<file path="src/rtl/aeg_regs.svh">
// Purpose: offsets, field positions, reset values and counts of the encoder back end
// Assumes: byte addresses of 32-bit words
// Notes: definitions only
`ifndef AEG_REGS_SVH
`define AEG_REGS_SVH
`define AEG_OFS_CTRL    8'h00
`define AEG_OFS_POS     8'h04
`define AEG_OFS_STATUS  8'h08
`define AEG_OFS_MASK    8'h0C
`define AEG_OFS_PINS    8'h10
`define AEG_CTRL_FREEZE 0
`define AEG_EV_LED      0
`define AEG_EV_LOAD     1
`define AEG_EV_DONE     2
`define AEG_RST_CTRL    1'h0
`define AEG_RST_EVT     3'h0
`define AEG_RST_WORD    16'h0000
`define AEG_WORD_LEN    5'h10
`define AEG_TAN_SHIFT   8
`endif

</file>
<file path="src/rtl/aeg_pkg.sv">
// Purpose: shared types of the encoder back end
// Assumes: nothing
// Notes: constants live in aeg_regs.svh
package aeg_pkg;
   typedef enum logic [1:0] {AEG_ST_LOAD, AEG_ST_SHIFT, AEG_ST_SPENT} aeg_state_t;
   typedef logic [1:0] aeg_quad_t;
   typedef logic [2:0] aeg_evt_t;
endpackage : aeg_pkg

</file>
<file path="src/rtl/aeg_encoder.sv">
// Purpose: gray position word, correction, msb invert, load/shift serial port, led alarm
// Assumes: all pins asynchronous to clk; shift clock far slower than clk
// Notes: registers over Avalon-MM, one wait state per access
`timescale 1ns/1ps
`include "aeg_regs.svh"
// Summary of operation
// - interpolator makes fine sine, cosine bits and four interpolated bits
// - interpolated bits appended below the 12-bit coarse/fine gray code
// - upper 12-bit code stays monotonic at speeds up to 12000 RPM
// - correction aligns coarse track switching points to fine sine/cosine bits
// - correction touches only the upper 12 bits, never the interpolated bits
// - correction active while its enable input is high, off while low
// - word leaves the serial output msb first, top coarse bit
// - msb invert request flips the word msb, reversing count direction
// - high level at msb invert input requests the inversion
// - shift/load select high means load mode, low means shift mode
// - in load mode the serial output shows the current word msb
// - in shift mode each shift clock advances one bit to the output
// - serial input level enters the register end while shifting
// - led error flag rises when drive transistor voltage exceeds VDD/2
module aeg_encoder
   import aeg_pkg::*;
#(
   parameter int SW = 12
)
(
   input  wire logic          clk,                    // system clock, 100 MHz
   input  wire logic          rst_n,                  // synchronous reset
   input  wire logic [7:0]    avs_address,            // byte address
   input  wire logic          avs_read,               // read request
   input  wire logic          avs_write,              // write request
   input  wire logic [31:0]   avs_writedata,          // write data
   input  wire logic [3:0]    avs_byteenable,         // byte lanes
   output logic      [31:0]   avs_readdata,           // read data
   output logic               avs_waitrequest,        // stall
   output logic               irq,                    // level interrupt
   input  wire logic [10:0]   coarse_track_bits,      // digitised coarse tracks
   input  wire logic [SW-1:0] sine_channel,           // conditioned sine sample
   input  wire logic [SW-1:0] cosine_channel,         // conditioned cosine sample
   input  wire logic          led_drive_above_half,   // comparator: drive above VDD/2
   input  wire logic          gray_correction_enable, // correction select
   input  wire logic          msb_invert,             // flip msb
   input  wire logic          shift_load_select,      // 1 load, 0 shift
   input  wire logic          shift_clock,            // host shift clock
   input  wire logic          serial_data_in,         // cascade input
   output logic               serial_data_out,        // serial word, msb first
   output logic               fine_sine_out,          // fine sine bit
   output logic               fine_cosine_out,        // fine cosine bit
   output logic               led_error_flag          // led regulation alarm
);
   localparam int PW = 17 + 2*SW;

   function automatic logic [15:0] aeg_g2b(input logic [15:0] g);
      logic [15:0] b;
      b[15] = g[15];
      for (int i = 14; i >= 0; i--)
         b[i] = b[i+1] ^ g[i];
      return b;
   endfunction : aeg_g2b

   function automatic logic [15:0] aeg_b2g(input logic [15:0] b);
      return b ^ (b >> 1);
   endfunction : aeg_b2g

   // pins leave reset at their idle level: load select high (pulled up), so no false
   // load->shift event is seen in the cycle after reset
   localparam logic [PW-1:0] PIN_IDLE = PW'(3'h4);

   // two-flop synchroniser for every pin
   logic [PW-1:0] pin_meta_r;
   logic [PW-1:0] pin_s_r;
   wire  logic [PW-1:0] pin_raw = {coarse_track_bits, sine_channel, cosine_channel, led_drive_above_half,
                                   gray_correction_enable, msb_invert, shift_load_select, shift_clock,
                                   serial_data_in};
   always_ff @(posedge clk)
   begin
      if (!rst_n)
      begin
         pin_meta_r <= PIN_IDLE;
         pin_s_r    <= PIN_IDLE;
      end
      else
      begin
         pin_meta_r <= pin_raw;
         pin_s_r    <= pin_meta_r;
      end
   end

   wire logic [10:0]   coarse_s = pin_s_r[PW-1 -: 11];
   wire logic [SW-1:0] sine_s   = pin_s_r[6+2*SW-1 -: SW];
   wire logic [SW-1:0] cos_s    = pin_s_r[6+SW-1 -: SW];
   wire logic          led_s    = pin_s_r[5];
   wire logic          corr_s   = pin_s_r[4];
   wire logic          inv_s    = pin_s_r[3];
   wire logic          load_s   = pin_s_r[2];
   wire logic          scl_s    = pin_s_r[1];
   wire logic          din_s    = pin_s_r[0];

   aeg_quad_t  quad;
   logic [3:0] interp;
   logic       sine_bit;

   aeg_interp #(.SW(SW)) u_interp (
      .clk             (clk),
      .rst_n           (rst_n),
      .sine_smp        (sine_s),
      .cosine_smp      (cos_s),
      .quadrant_r      (quad),
      .interp_r        (interp),
      .fine_sine_bit   (sine_bit),
      .fine_cosine_bit (fine_cosine_out)
   );
   assign fine_sine_out = sine_bit;

   // uncorrected: coarse tracks above the fine sine bit, interpolation below
   wire logic [15:0] raw_up   = aeg_g2b({coarse_s, sine_bit, 4'h0});
   wire logic [15:0] bin_raw  = {raw_up[15:4], interp};
   // corrected: fine quadrant is trusted, coarse bin bits 10:1 only pick the period
   wire logic [15:0] crs_bin  = aeg_g2b({coarse_s, 5'h00});
   wire logic        mism     = crs_bin[5] ^ quad[1];
   wire logic        up_inc   = mism & (quad == 2'h0);
   wire logic        up_dec   = mism & (quad == 2'h3);
   wire logic [9:0]  up_corr  = crs_bin[15:6] + {9'h000, up_inc} - {9'h000, up_dec};
   wire logic [15:0] bin_corr = {up_corr, quad, interp};
   // coarse tracks switch within a quadrant of the fine edges, so one step keeps it monotonic
   wire logic [15:0] gray_nxt = corr_s ? aeg_b2g(bin_corr) : aeg_b2g(bin_raw);
   wire logic [15:0] word_nxt = gray_nxt ^ {inv_s, 15'h0000};

   logic [15:0] pos_word_r;
   logic        inv_used_r;
   logic [15:0] shreg_r;
   logic [4:0]  cnt_r;
   logic        scl_d_r;
   logic        led_d_r;
   aeg_state_t  state_r;
   aeg_state_t  state_nxt;
   logic        ctrl_freeze_r;
   logic [15:0] pos_snap_r;
   aeg_evt_t    status_r;
   aeg_evt_t    mask_r;
   logic        ack_r;
   logic [31:0] rdata_r;
   logic        irq_r;

   wire logic scl_rise = scl_s & ~scl_d_r;
   wire logic shift_go = ~load_s & scl_rise;
   wire logic last_bit = shift_go & (cnt_r == `AEG_WORD_LEN - 5'h01);

   always_comb
   begin
      state_nxt = state_r;
      unique case (state_r)
         AEG_ST_LOAD  : if (!load_s) state_nxt = AEG_ST_SHIFT;
         AEG_ST_SHIFT : if (load_s) state_nxt = AEG_ST_LOAD;
                        else if (last_bit) state_nxt = AEG_ST_SPENT;
         AEG_ST_SPENT : if (load_s) state_nxt = AEG_ST_LOAD;
      endcase
   end

   always_ff @(posedge clk)
   begin
      if (!rst_n)
      begin
         pos_word_r <= `AEG_RST_WORD;
         inv_used_r <= 1'b0;
         scl_d_r    <= 1'b0;
         led_d_r    <= 1'b0;
         state_r    <= AEG_ST_LOAD;
      end
      else
      begin
         pos_word_r <= word_nxt;
         inv_used_r <= inv_s;
         scl_d_r    <= scl_s;
         led_d_r    <= led_s;
         state_r    <= state_nxt;
      end
   end

   // snapshot refreshed every cycle in load mode, then frozen for the frame
   always_ff @(posedge clk)
   begin
      if (!rst_n)
      begin
         shreg_r <= `AEG_RST_WORD;
         cnt_r   <= 5'h00;
      end
      else if (load_s)
      begin
         shreg_r <= pos_word_r;
         cnt_r   <= 5'h00;
      end
      else if (shift_go)
      begin
         shreg_r <= {shreg_r[14:0], din_s};
         cnt_r   <= (cnt_r == `AEG_WORD_LEN) ? cnt_r : cnt_r + 5'h01;
      end
   end

   assign serial_data_out = shreg_r[15];
   assign led_error_flag  = led_d_r;

   // register slave: request held, answered on the second edge
   wire logic     acc      = avs_read | avs_write;
   wire logic     wr_go    = avs_write & ack_r & avs_byteenable[0];
   wire logic     hit_ctrl = avs_address == `AEG_OFS_CTRL;
   wire logic     hit_pos  = avs_address == `AEG_OFS_POS;
   wire logic     hit_stat = avs_address == `AEG_OFS_STATUS;
   wire logic     hit_mask = avs_address == `AEG_OFS_MASK;
   wire logic     hit_pins = avs_address == `AEG_OFS_PINS;
   wire aeg_evt_t w1c      = (wr_go & hit_stat) ? avs_writedata[2:0] : 3'h0;
   wire aeg_evt_t ev;
   assign ev[`AEG_EV_LED]  = led_s & ~led_d_r;
   assign ev[`AEG_EV_LOAD] = (state_r == AEG_ST_LOAD) & ~load_s;
   assign ev[`AEG_EV_DONE] = last_bit;
   wire logic [31:0] pins_rd = {24'h000000, 1'b0, state_r == AEG_ST_SPENT, corr_s, inv_s, load_s,
                                led_d_r, fine_cosine_out, sine_bit};
   wire logic [31:0] rd_mux  = hit_ctrl ? {31'h00000000, ctrl_freeze_r} :
                               hit_pos  ? {16'h0000, pos_snap_r} :
                               hit_stat ? {29'h00000000, status_r} :
                               hit_mask ? {29'h00000000, mask_r} :
                               hit_pins ? pins_rd : 32'h00000000;

   assign avs_waitrequest = acc & ~ack_r;
   assign avs_readdata    = rdata_r;
   assign irq             = irq_r;

   always_ff @(posedge clk)
   begin
      if (!rst_n)
      begin
         ack_r         <= 1'b0;
         rdata_r       <= 32'h00000000;
         ctrl_freeze_r <= `AEG_RST_CTRL;
         mask_r        <= `AEG_RST_EVT;
         status_r      <= `AEG_RST_EVT;
         pos_snap_r    <= `AEG_RST_WORD;
         irq_r         <= 1'b0;
      end
      else
      begin
         ack_r <= acc & ~ack_r;
         if (avs_read & ~ack_r)
            rdata_r <= rd_mux;
         if (wr_go & hit_ctrl)
            ctrl_freeze_r <= avs_writedata[`AEG_CTRL_FREEZE];
         if (wr_go & hit_mask)
            mask_r <= avs_writedata[2:0];
         // a new event beats a clear in the same cycle
         status_r <= (status_r & ~w1c) | ev;
         if (!ctrl_freeze_r)
            pos_snap_r <= pos_word_r;
         irq_r <= |((status_r & ~w1c | ev) & mask_r);
      end
   end

   wire logic [15:0] chk_bin = aeg_g2b(pos_word_r ^ {inv_used_r, 15'h0000});
endmodule : aeg_encoder

</file>
<file path="src/rtl/aeg_interp.sv">
// Purpose: quadrant and 1/16-quadrant interpolation of conditioned sine/cosine samples
// Assumes: samples already synchronised to clk, two's complement
// Notes: arctangent by comparison against a fixed tangent table
`timescale 1ns/1ps
`include "aeg_regs.svh"
module aeg_interp
   import aeg_pkg::*;
#(
   parameter int SW = 12
)
(
   input  wire logic          clk,             // system clock
   input  wire logic          rst_n,           // synchronous reset
   input  wire logic [SW-1:0] sine_smp,        // conditioned sine sample
   input  wire logic [SW-1:0] cosine_smp,      // conditioned cosine sample
   output aeg_quad_t          quadrant_r,      // binary quadrant of the period
   output logic      [3:0]    interp_r,        // interpolated bits, binary
   output logic               fine_sine_bit,   // digitised fine bit, gray lsb
   output logic               fine_cosine_bit  // digitised quadrature bit
);
   // tan(k*90/16) scaled by 2**8, k = 1..15
   localparam logic [11:0] TAN [15] = '{12'h019, 12'h033, 12'h04E, 12'h06A, 12'h089,
      12'h0AB, 12'h0D2, 12'h100, 12'h138, 12'h17F, 12'h1DF, 12'h26A, 12'h34C,
      12'h507, 12'hA27};

   function automatic logic [3:0] aeg_steps(input logic [SW-1:0] num, input logic [SW-1:0] den);
      logic [3:0] n;
      n = 4'h0;
      for (int i = 0; i < 15; i++)
         if ((SW+12)'({num, 8'h00}) >= (SW+12)'(den * TAN[i]))
            n = n + 4'h1;
      return n;
   endfunction : aeg_steps

   function automatic logic [SW-1:0] aeg_abs(input logic [SW-1:0] v);
      return v[SW-1] ? SW'(-v) : v;
   endfunction : aeg_abs

   wire logic            sin_neg = sine_smp[SW-1];
   wire logic            cos_neg = cosine_smp[SW-1];
   wire aeg_quad_t       quad_w  = {sin_neg, sin_neg ^ cos_neg};
   wire logic [SW-1:0]   sin_mag = aeg_abs(sine_smp);
   wire logic [SW-1:0]   cos_mag = aeg_abs(cosine_smp);
   // odd quadrants measure the angle from the other axis, so the ratio flips
   wire logic [3:0]      step_w  = quad_w[0] ? aeg_steps(cos_mag, sin_mag) : aeg_steps(sin_mag, cos_mag);

   always_ff @(posedge clk)
   begin
      if (!rst_n)
      begin
         quadrant_r      <= 2'h0;
         interp_r        <= 4'h0;
         fine_sine_bit   <= 1'b0;
         fine_cosine_bit <= 1'b0;
      end
      else
      begin
         quadrant_r      <= quad_w;
         interp_r        <= step_w;
         fine_sine_bit   <= quad_w[1] ^ quad_w[0];
         fine_cosine_bit <= quad_w[1];
      end
   end
endmodule : aeg_interp

</file>
<file path="config.mk">
export PLATFORM = sky130hd
export DESIGN_NAME = aeg_encoder
export DESIGN_NICKNAME = d
export VERILOG_FILES = /design/src/rtl/aeg_pkg.sv /design/src/rtl/aeg_encoder.sv /design/src/rtl/aeg_interp.sv
export VERILOG_INCLUDE_DIRS = /design/src /design/src/rtl
export SDC_FILE = /design/constraint.sdc
export NUM_CORES = 2
export LEC_CHECK = 0
export ABC_AREA = 1
export BUFFER_PORTS_ARGS = -buffer_cell sky130_fd_sc_hd__buf_4
export CORE_MARGIN = 1
export CORE_UTILIZATION = 25
export DETAILED_ROUTE_END_ITERATION = 12
export PLACE_DENSITY = 0.49
export SLEW_MARGIN = 10
export SYNTH_ARGS = -nofsm -noshare
export SYNTH_HDL_FRONTEND = slang
export SYNTH_SLANG_ARGS = --single-unit
</file>
<file path="constraint.sdc">
create_clock -name clk -period 12.4 [get_ports clk]
set_clock_uncertainty 0.05 [all_clocks]
set_input_delay 1.24 -clock clk [delete_from_list [all_inputs] [get_ports clk]]
set_output_delay 1.24 -clock clk [all_outputs]
set_load 0.05 [all_outputs]
</file>
==> results <==
- The number of warning messages in the yosys log is 0.
- The register bit count reported by yosys is ~170.
- The worst register-to-register path ends at u_interp.interp_r[2]$_SDFF_PN0_.
- The path type of the worst min-delay path is reg -> reg.
- The final estimated routing congestion in global placement is ~0.97.
- The worst hold slack after final layout is approximately 360 ps.
- Counting tap cells, the placed design contains a total of approximately 11000 instances.
- CTS placed an instance of sky130_fd_sc_hd__clkbuf_16 at the clock tree root.
- The analysis attributes to cell leakage a power of between 30 and 40 nW.
- The largest single stage delay on the critical path is 500 ps.
- With fillers left out, the area of the finished cells amounts to just over 60000 sq um.
- The worst setup path is launched from a register.
- The TritonCTS buffer count is 17.
- After the flow finishes, the layout carries non-filler instances totaling around 11000.
- The total I/O pin count is roughly 130.
- The routed layout has just over 50000 vias.
- The register clock-pin slew on the reported worst setup and hold paths is 70 ps.
- STA classifies the critical path endpoint as a register.
- Across the VDD grid, the largest voltage drop is between 0.1 and 0.15 mV.
- The cell count after synthesis came out at 7776.
- The CTS tree is built.
- The worst setup path category is reg -> reg.
- The share of the clock period used by the worst path is 0.934.
- The initial utilization of the core area, before any placement, comes to 0.251.
- The most critical setup path has its startpoint at pin_s_r[7]$_SDFF_PN0_.
- Clock tree synthesis found a total of between 150 and 200 sinks.
- The slowest stage of the critical path is the sky130_fd_sc_hd__fa_1 cell.
- The count of distinct cell types in the synthesized netlist is 75.
- The count of cells along the worst register-to-register path is between 70 and 80.
- The critical hold path startpoint is pin_meta_r[1]$_SDFF_PN0_.
- The total area inside the core boundary comes to between 200000 and 250000 sq um.
- From left edge to right edge, the die measures approximately 470 microns.
- At the pin with the least slew margin, the transition time is between 1000 and 1500 ps.
- The detailed-routing iteration count for the pre-antenna-repair pass is 10.
- In the layout the commonest cells are 1660 x sky130_fd_sc_hd__inv_1, 1504 x sky130_fd_sc_hd__nand2_1, 1077 x sky130_fd_sc_hd__ha_1.
- For flop-to-flop paths, the worst setup slack is a little over 800 ps.
- The normalized max-slew margin is 0.264.
- The aggregate routed wire length is around 220 mm.
- For the worst setup path, the data arrival time is 11790 ps.
- The total power density per cell area is ~130 nW/um^2.
- The number of pins with negative max-slew slack in the final report was 0.
- The final reports fail on DRC.
- The cell depth of the worst hold path is 2.
- The number of buffer and inverter instances along the worst setup path is 10.
- The number of endpoints with negative hold slack in the final report is 0.
- Counting stages on the worst path, the most repeated cell is sky130_fd_sc_hd__nand2_1.
- The final global-route overflow total is 0.
- In the global route stage, overall resource usage came out at 0.190.
- The synthesized netlist occupies a cell area of 55200 sq um.
- Grouping stages by cell kind, the critical path spends the most delay in simple AND/OR/NAND/NOR gates.
- The source-to-sink clock delay at the later pin of the worst-skew pair is about 420 ps.
- Entering global routing, the biggest net connects 69 pins.
- The count of final setup violators is 0.
- The max capacitance violation total is 0.
- The number of port buffers is between 70 and 80.
- The worst register-to-register path begins at pin_s_r[7]$_SDFF_PN0_.
- The average size of a mapped cell is 7.09 sq um.
- The area growth from synthesis to layout is 11.9%.
- The via count of the first global-routing pass is between 50000 and 60000.
- The buffer depth of the longest clock path is 2.
- Using the TritonRoute via totals, the vias-per-cell ratio works out to approximately 4.7.
- The first global-routing pass estimated about 320 mm of wire.
- The vertical die dimension is roughly 470 microns.
- Counting I/O delays and the setup requirement, the final critical path takes approximately 12000 ps.
- The critical-path maximum fanout is 5.
- Of the synthesized area, sequential elements account for 0.0621.
- The initial antenna violation count is 13.
- The number of cell rows is approximately 170.
- For the worst setup path, the data required time is 12610 ps.
- The timing-limited maximum frequency is about 0.086 GHz.
- In the routed design, unresolved DRC markers number 2.
- Counting buffers and inverters, the worst setup path is 71 cells deep.
- The die covers 222000 sq um.
- The proportion of synthesized flip-flops having asynchronous set or reset is 0.
- The detail route stage leaves a number of antenna-violating nets equal to 0.
- The H-tree depth is 4.
- The run finished, with violations left.
- In this run, the number of DRC markers left after iteration 0 of detailed routing was roughly 3500.
- The total half-perimeter wirelength after legalization and detailed placement is 182 mm.
- The worst hold path terminates at pin_s_r[1]$_SDFF_PN0_.
- In the synthesized netlist the dominant register cell turns out to be sky130_fd_sc_hd__dfxtp_1.
- The layout net count is just under 10000.
- Summing all placed instances gives a cell area of between 60000 and 70000 sq um.
- Yosys mapped a number of flops with a built-in enable equal to 0.
- The average wire length per cell after detail routing is roughly 20 microns.
- The leading cell type in the layout, fill and taps excluded is sky130_fd_sc_hd__inv_1.
- The share of layout cells above drive strength 1 is 0.0853.
per-layer routing:
layer | GRT usage | share of wire | vias up
met5 | 0 | 0.00033 | -
met4 | 0.0590 | 0.041 | 12
met3 | 0.0235 | 0.059 | 267
met2 | 0.310 | 0.44 | 1224
met1 | 0.258 | 0.46 | 24200
li1 | - | - | 25300
stage by stage:
step	setup WS [ps]	TNS, ps	util	total power, mW
3_3_place_gp	263	0	0.275	7.58
3_5_place_dp	377	0	0.275	7.64
6_report	823	0	0.281	8.29
5_1_grt	-30.2	-45.1	0.281	9.32
2_1_floorplan	105	0	-	5.87
4_1_cts	336	0	0.278	8.23
cell families (layout without fill, tap and decap cells):
group / Yosys count / after routing / synth area share
AND/OR/NAND/NOR: 2967 / 2967 / 0.243
buffers and inverters: 1805 / 2056 / 0.125
adder cells (fa/ha/maj): 1545 / 1545 / 0.413
AO/OA/AOI/OAI: 880 / 880 / 0.0919
XOR/XNOR: 407 / 407 / 0.0654
flip-flops: 171 / 171 / 0.0621
other: 1 / 19 / 0.0000680
sequential cells by signal, indices dropped and copies added (netlist names), 2 cells and up:
name,cells
mask_r,3
state_r,2
pos_word_r,16
u_interp.interp_r,4
status_r,3
cnt_r,5
shreg_r,16
pin_meta_r,41
pos_snap_r,16
pin_s_r,41
avs_readdata,16
layout make-up:
class | count | area [sq um]
antenna | 3 | 7.51
clock buffer | 20 | 467
clock inverter | 12 | 128
fill | 24200 | 158000
inverter | 1727 | 6530
multi-input combinational | 5815 | 45200
sequential | 171 | 3430
tap | 2871 | 3590
timing repair buffer | 297 | 2330
tightest hold or removal path, stage by stage (launching register included):
cell and delay, ps:
sky130_fd_sc_hd__dfxtp_1 300, sky130_fd_sc_hd__nand2_1 40, sky130_fd_sc_hd__inv_1 40
how the worst max path moves through the flow:
stage	slack, ps	endpoint
6_report	820	u_interp.interp_r[2]$_SDFF_PN0_
5_1_grt	-30	u_interp.interp_r[2]$_SDFF_PN0_
4_1_cts	340	u_interp.interp_r[1]$_SDFF_PN0_
3_5_place_dp	380	u_interp.interp_r[1]$_SDFF_PN0_
3_3_place_gp	260	u_interp.interp_r[2]$_SDFF_PN0_
2_1_floorplan	100	u_interp.interp_r[1]$_SDFF_PN0_
where the power goes:
group	switching (mW)	internal, mW
Combinational	4.53	2.61
Sequential	0.0263	0.592
Clock	0.235	0.299
Total	4.79	3.50
synth_stat cells (8+ instances only):
cell	number	area share
sky130_fd_sc_hd__fa_1	457	0.17
sky130_fd_sc_hd__nor4_1	17	0.0019
sky130_fd_sc_hd__dfxtp_1	171	0.062
sky130_fd_sc_hd__buf_4	22	0.0030
sky130_fd_sc_hd__nand3b_1	28	0.0038
sky130_fd_sc_hd__and2_1	11	0.0012
sky130_fd_sc_hd__nand3_2	47	0.0085
sky130_fd_sc_hd__inv_2	39	0.0027
sky130_fd_sc_hd__or2_2	55	0.0062
sky130_fd_sc_hd__a21oi_1	418	0.038
sky130_fd_sc_hd__nand4_1	87	0.0099
sky130_fd_sc_hd__o21a_1	19	0.0026
sky130_fd_sc_hd__nand2_4	20	0.0041
sky130_fd_sc_hd__nand3_1	508	0.046
sky130_fd_sc_hd__o21bai_1	78	0.011
sky130_fd_sc_hd__a211oi_1	10	0.0014
sky130_fd_sc_hd__nand2_1	1512	0.10
sky130_fd_sc_hd__nand2_2	59	0.0067
sky130_fd_sc_hd__xnor2_1	128	0.020
sky130_fd_sc_hd__a31oi_1	45	0.0051
sky130_fd_sc_hd__o21ai_0	178	0.016
sky130_fd_sc_hd__a21boi_0	12	0.0016
sky130_fd_sc_hd__nor3b_1	13	0.0018
sky130_fd_sc_hd__buf_2	9	0.00082
sky130_fd_sc_hd__xor2_1	275	0.044
sky130_fd_sc_hd__o21ai_1	19	0.0017
sky130_fd_sc_hd__clkbuf_1	40	0.0027
sky130_fd_sc_hd__inv_1	1677	0.11
sky130_fd_sc_hd__or2_1	8	0.00091
sky130_fd_sc_hd__a21o_1	23	0.0031
sky130_fd_sc_hd__o211ai_1	21	0.0029
sky130_fd_sc_hd__nor2_1	456	0.031
sky130_fd_sc_hd__a31o_2	11	0.0017
sky130_fd_sc_hd__nor2_2	12	0.0014
sky130_fd_sc_hd__ha_1	1087	0.25
sky130_fd_sc_hd__o31ai_1	9	0.0012
sky130_fd_sc_hd__nor3_1	97	0.0088
timing repair:
action,4_1_cts,5_1_grt
resized for setup,0,103
setup buffers,0,33
hold endpoints to repair,0,0
hold buffers,0,0
setup endpoints to repair,0,3
(Power assumes the default switching activity.)
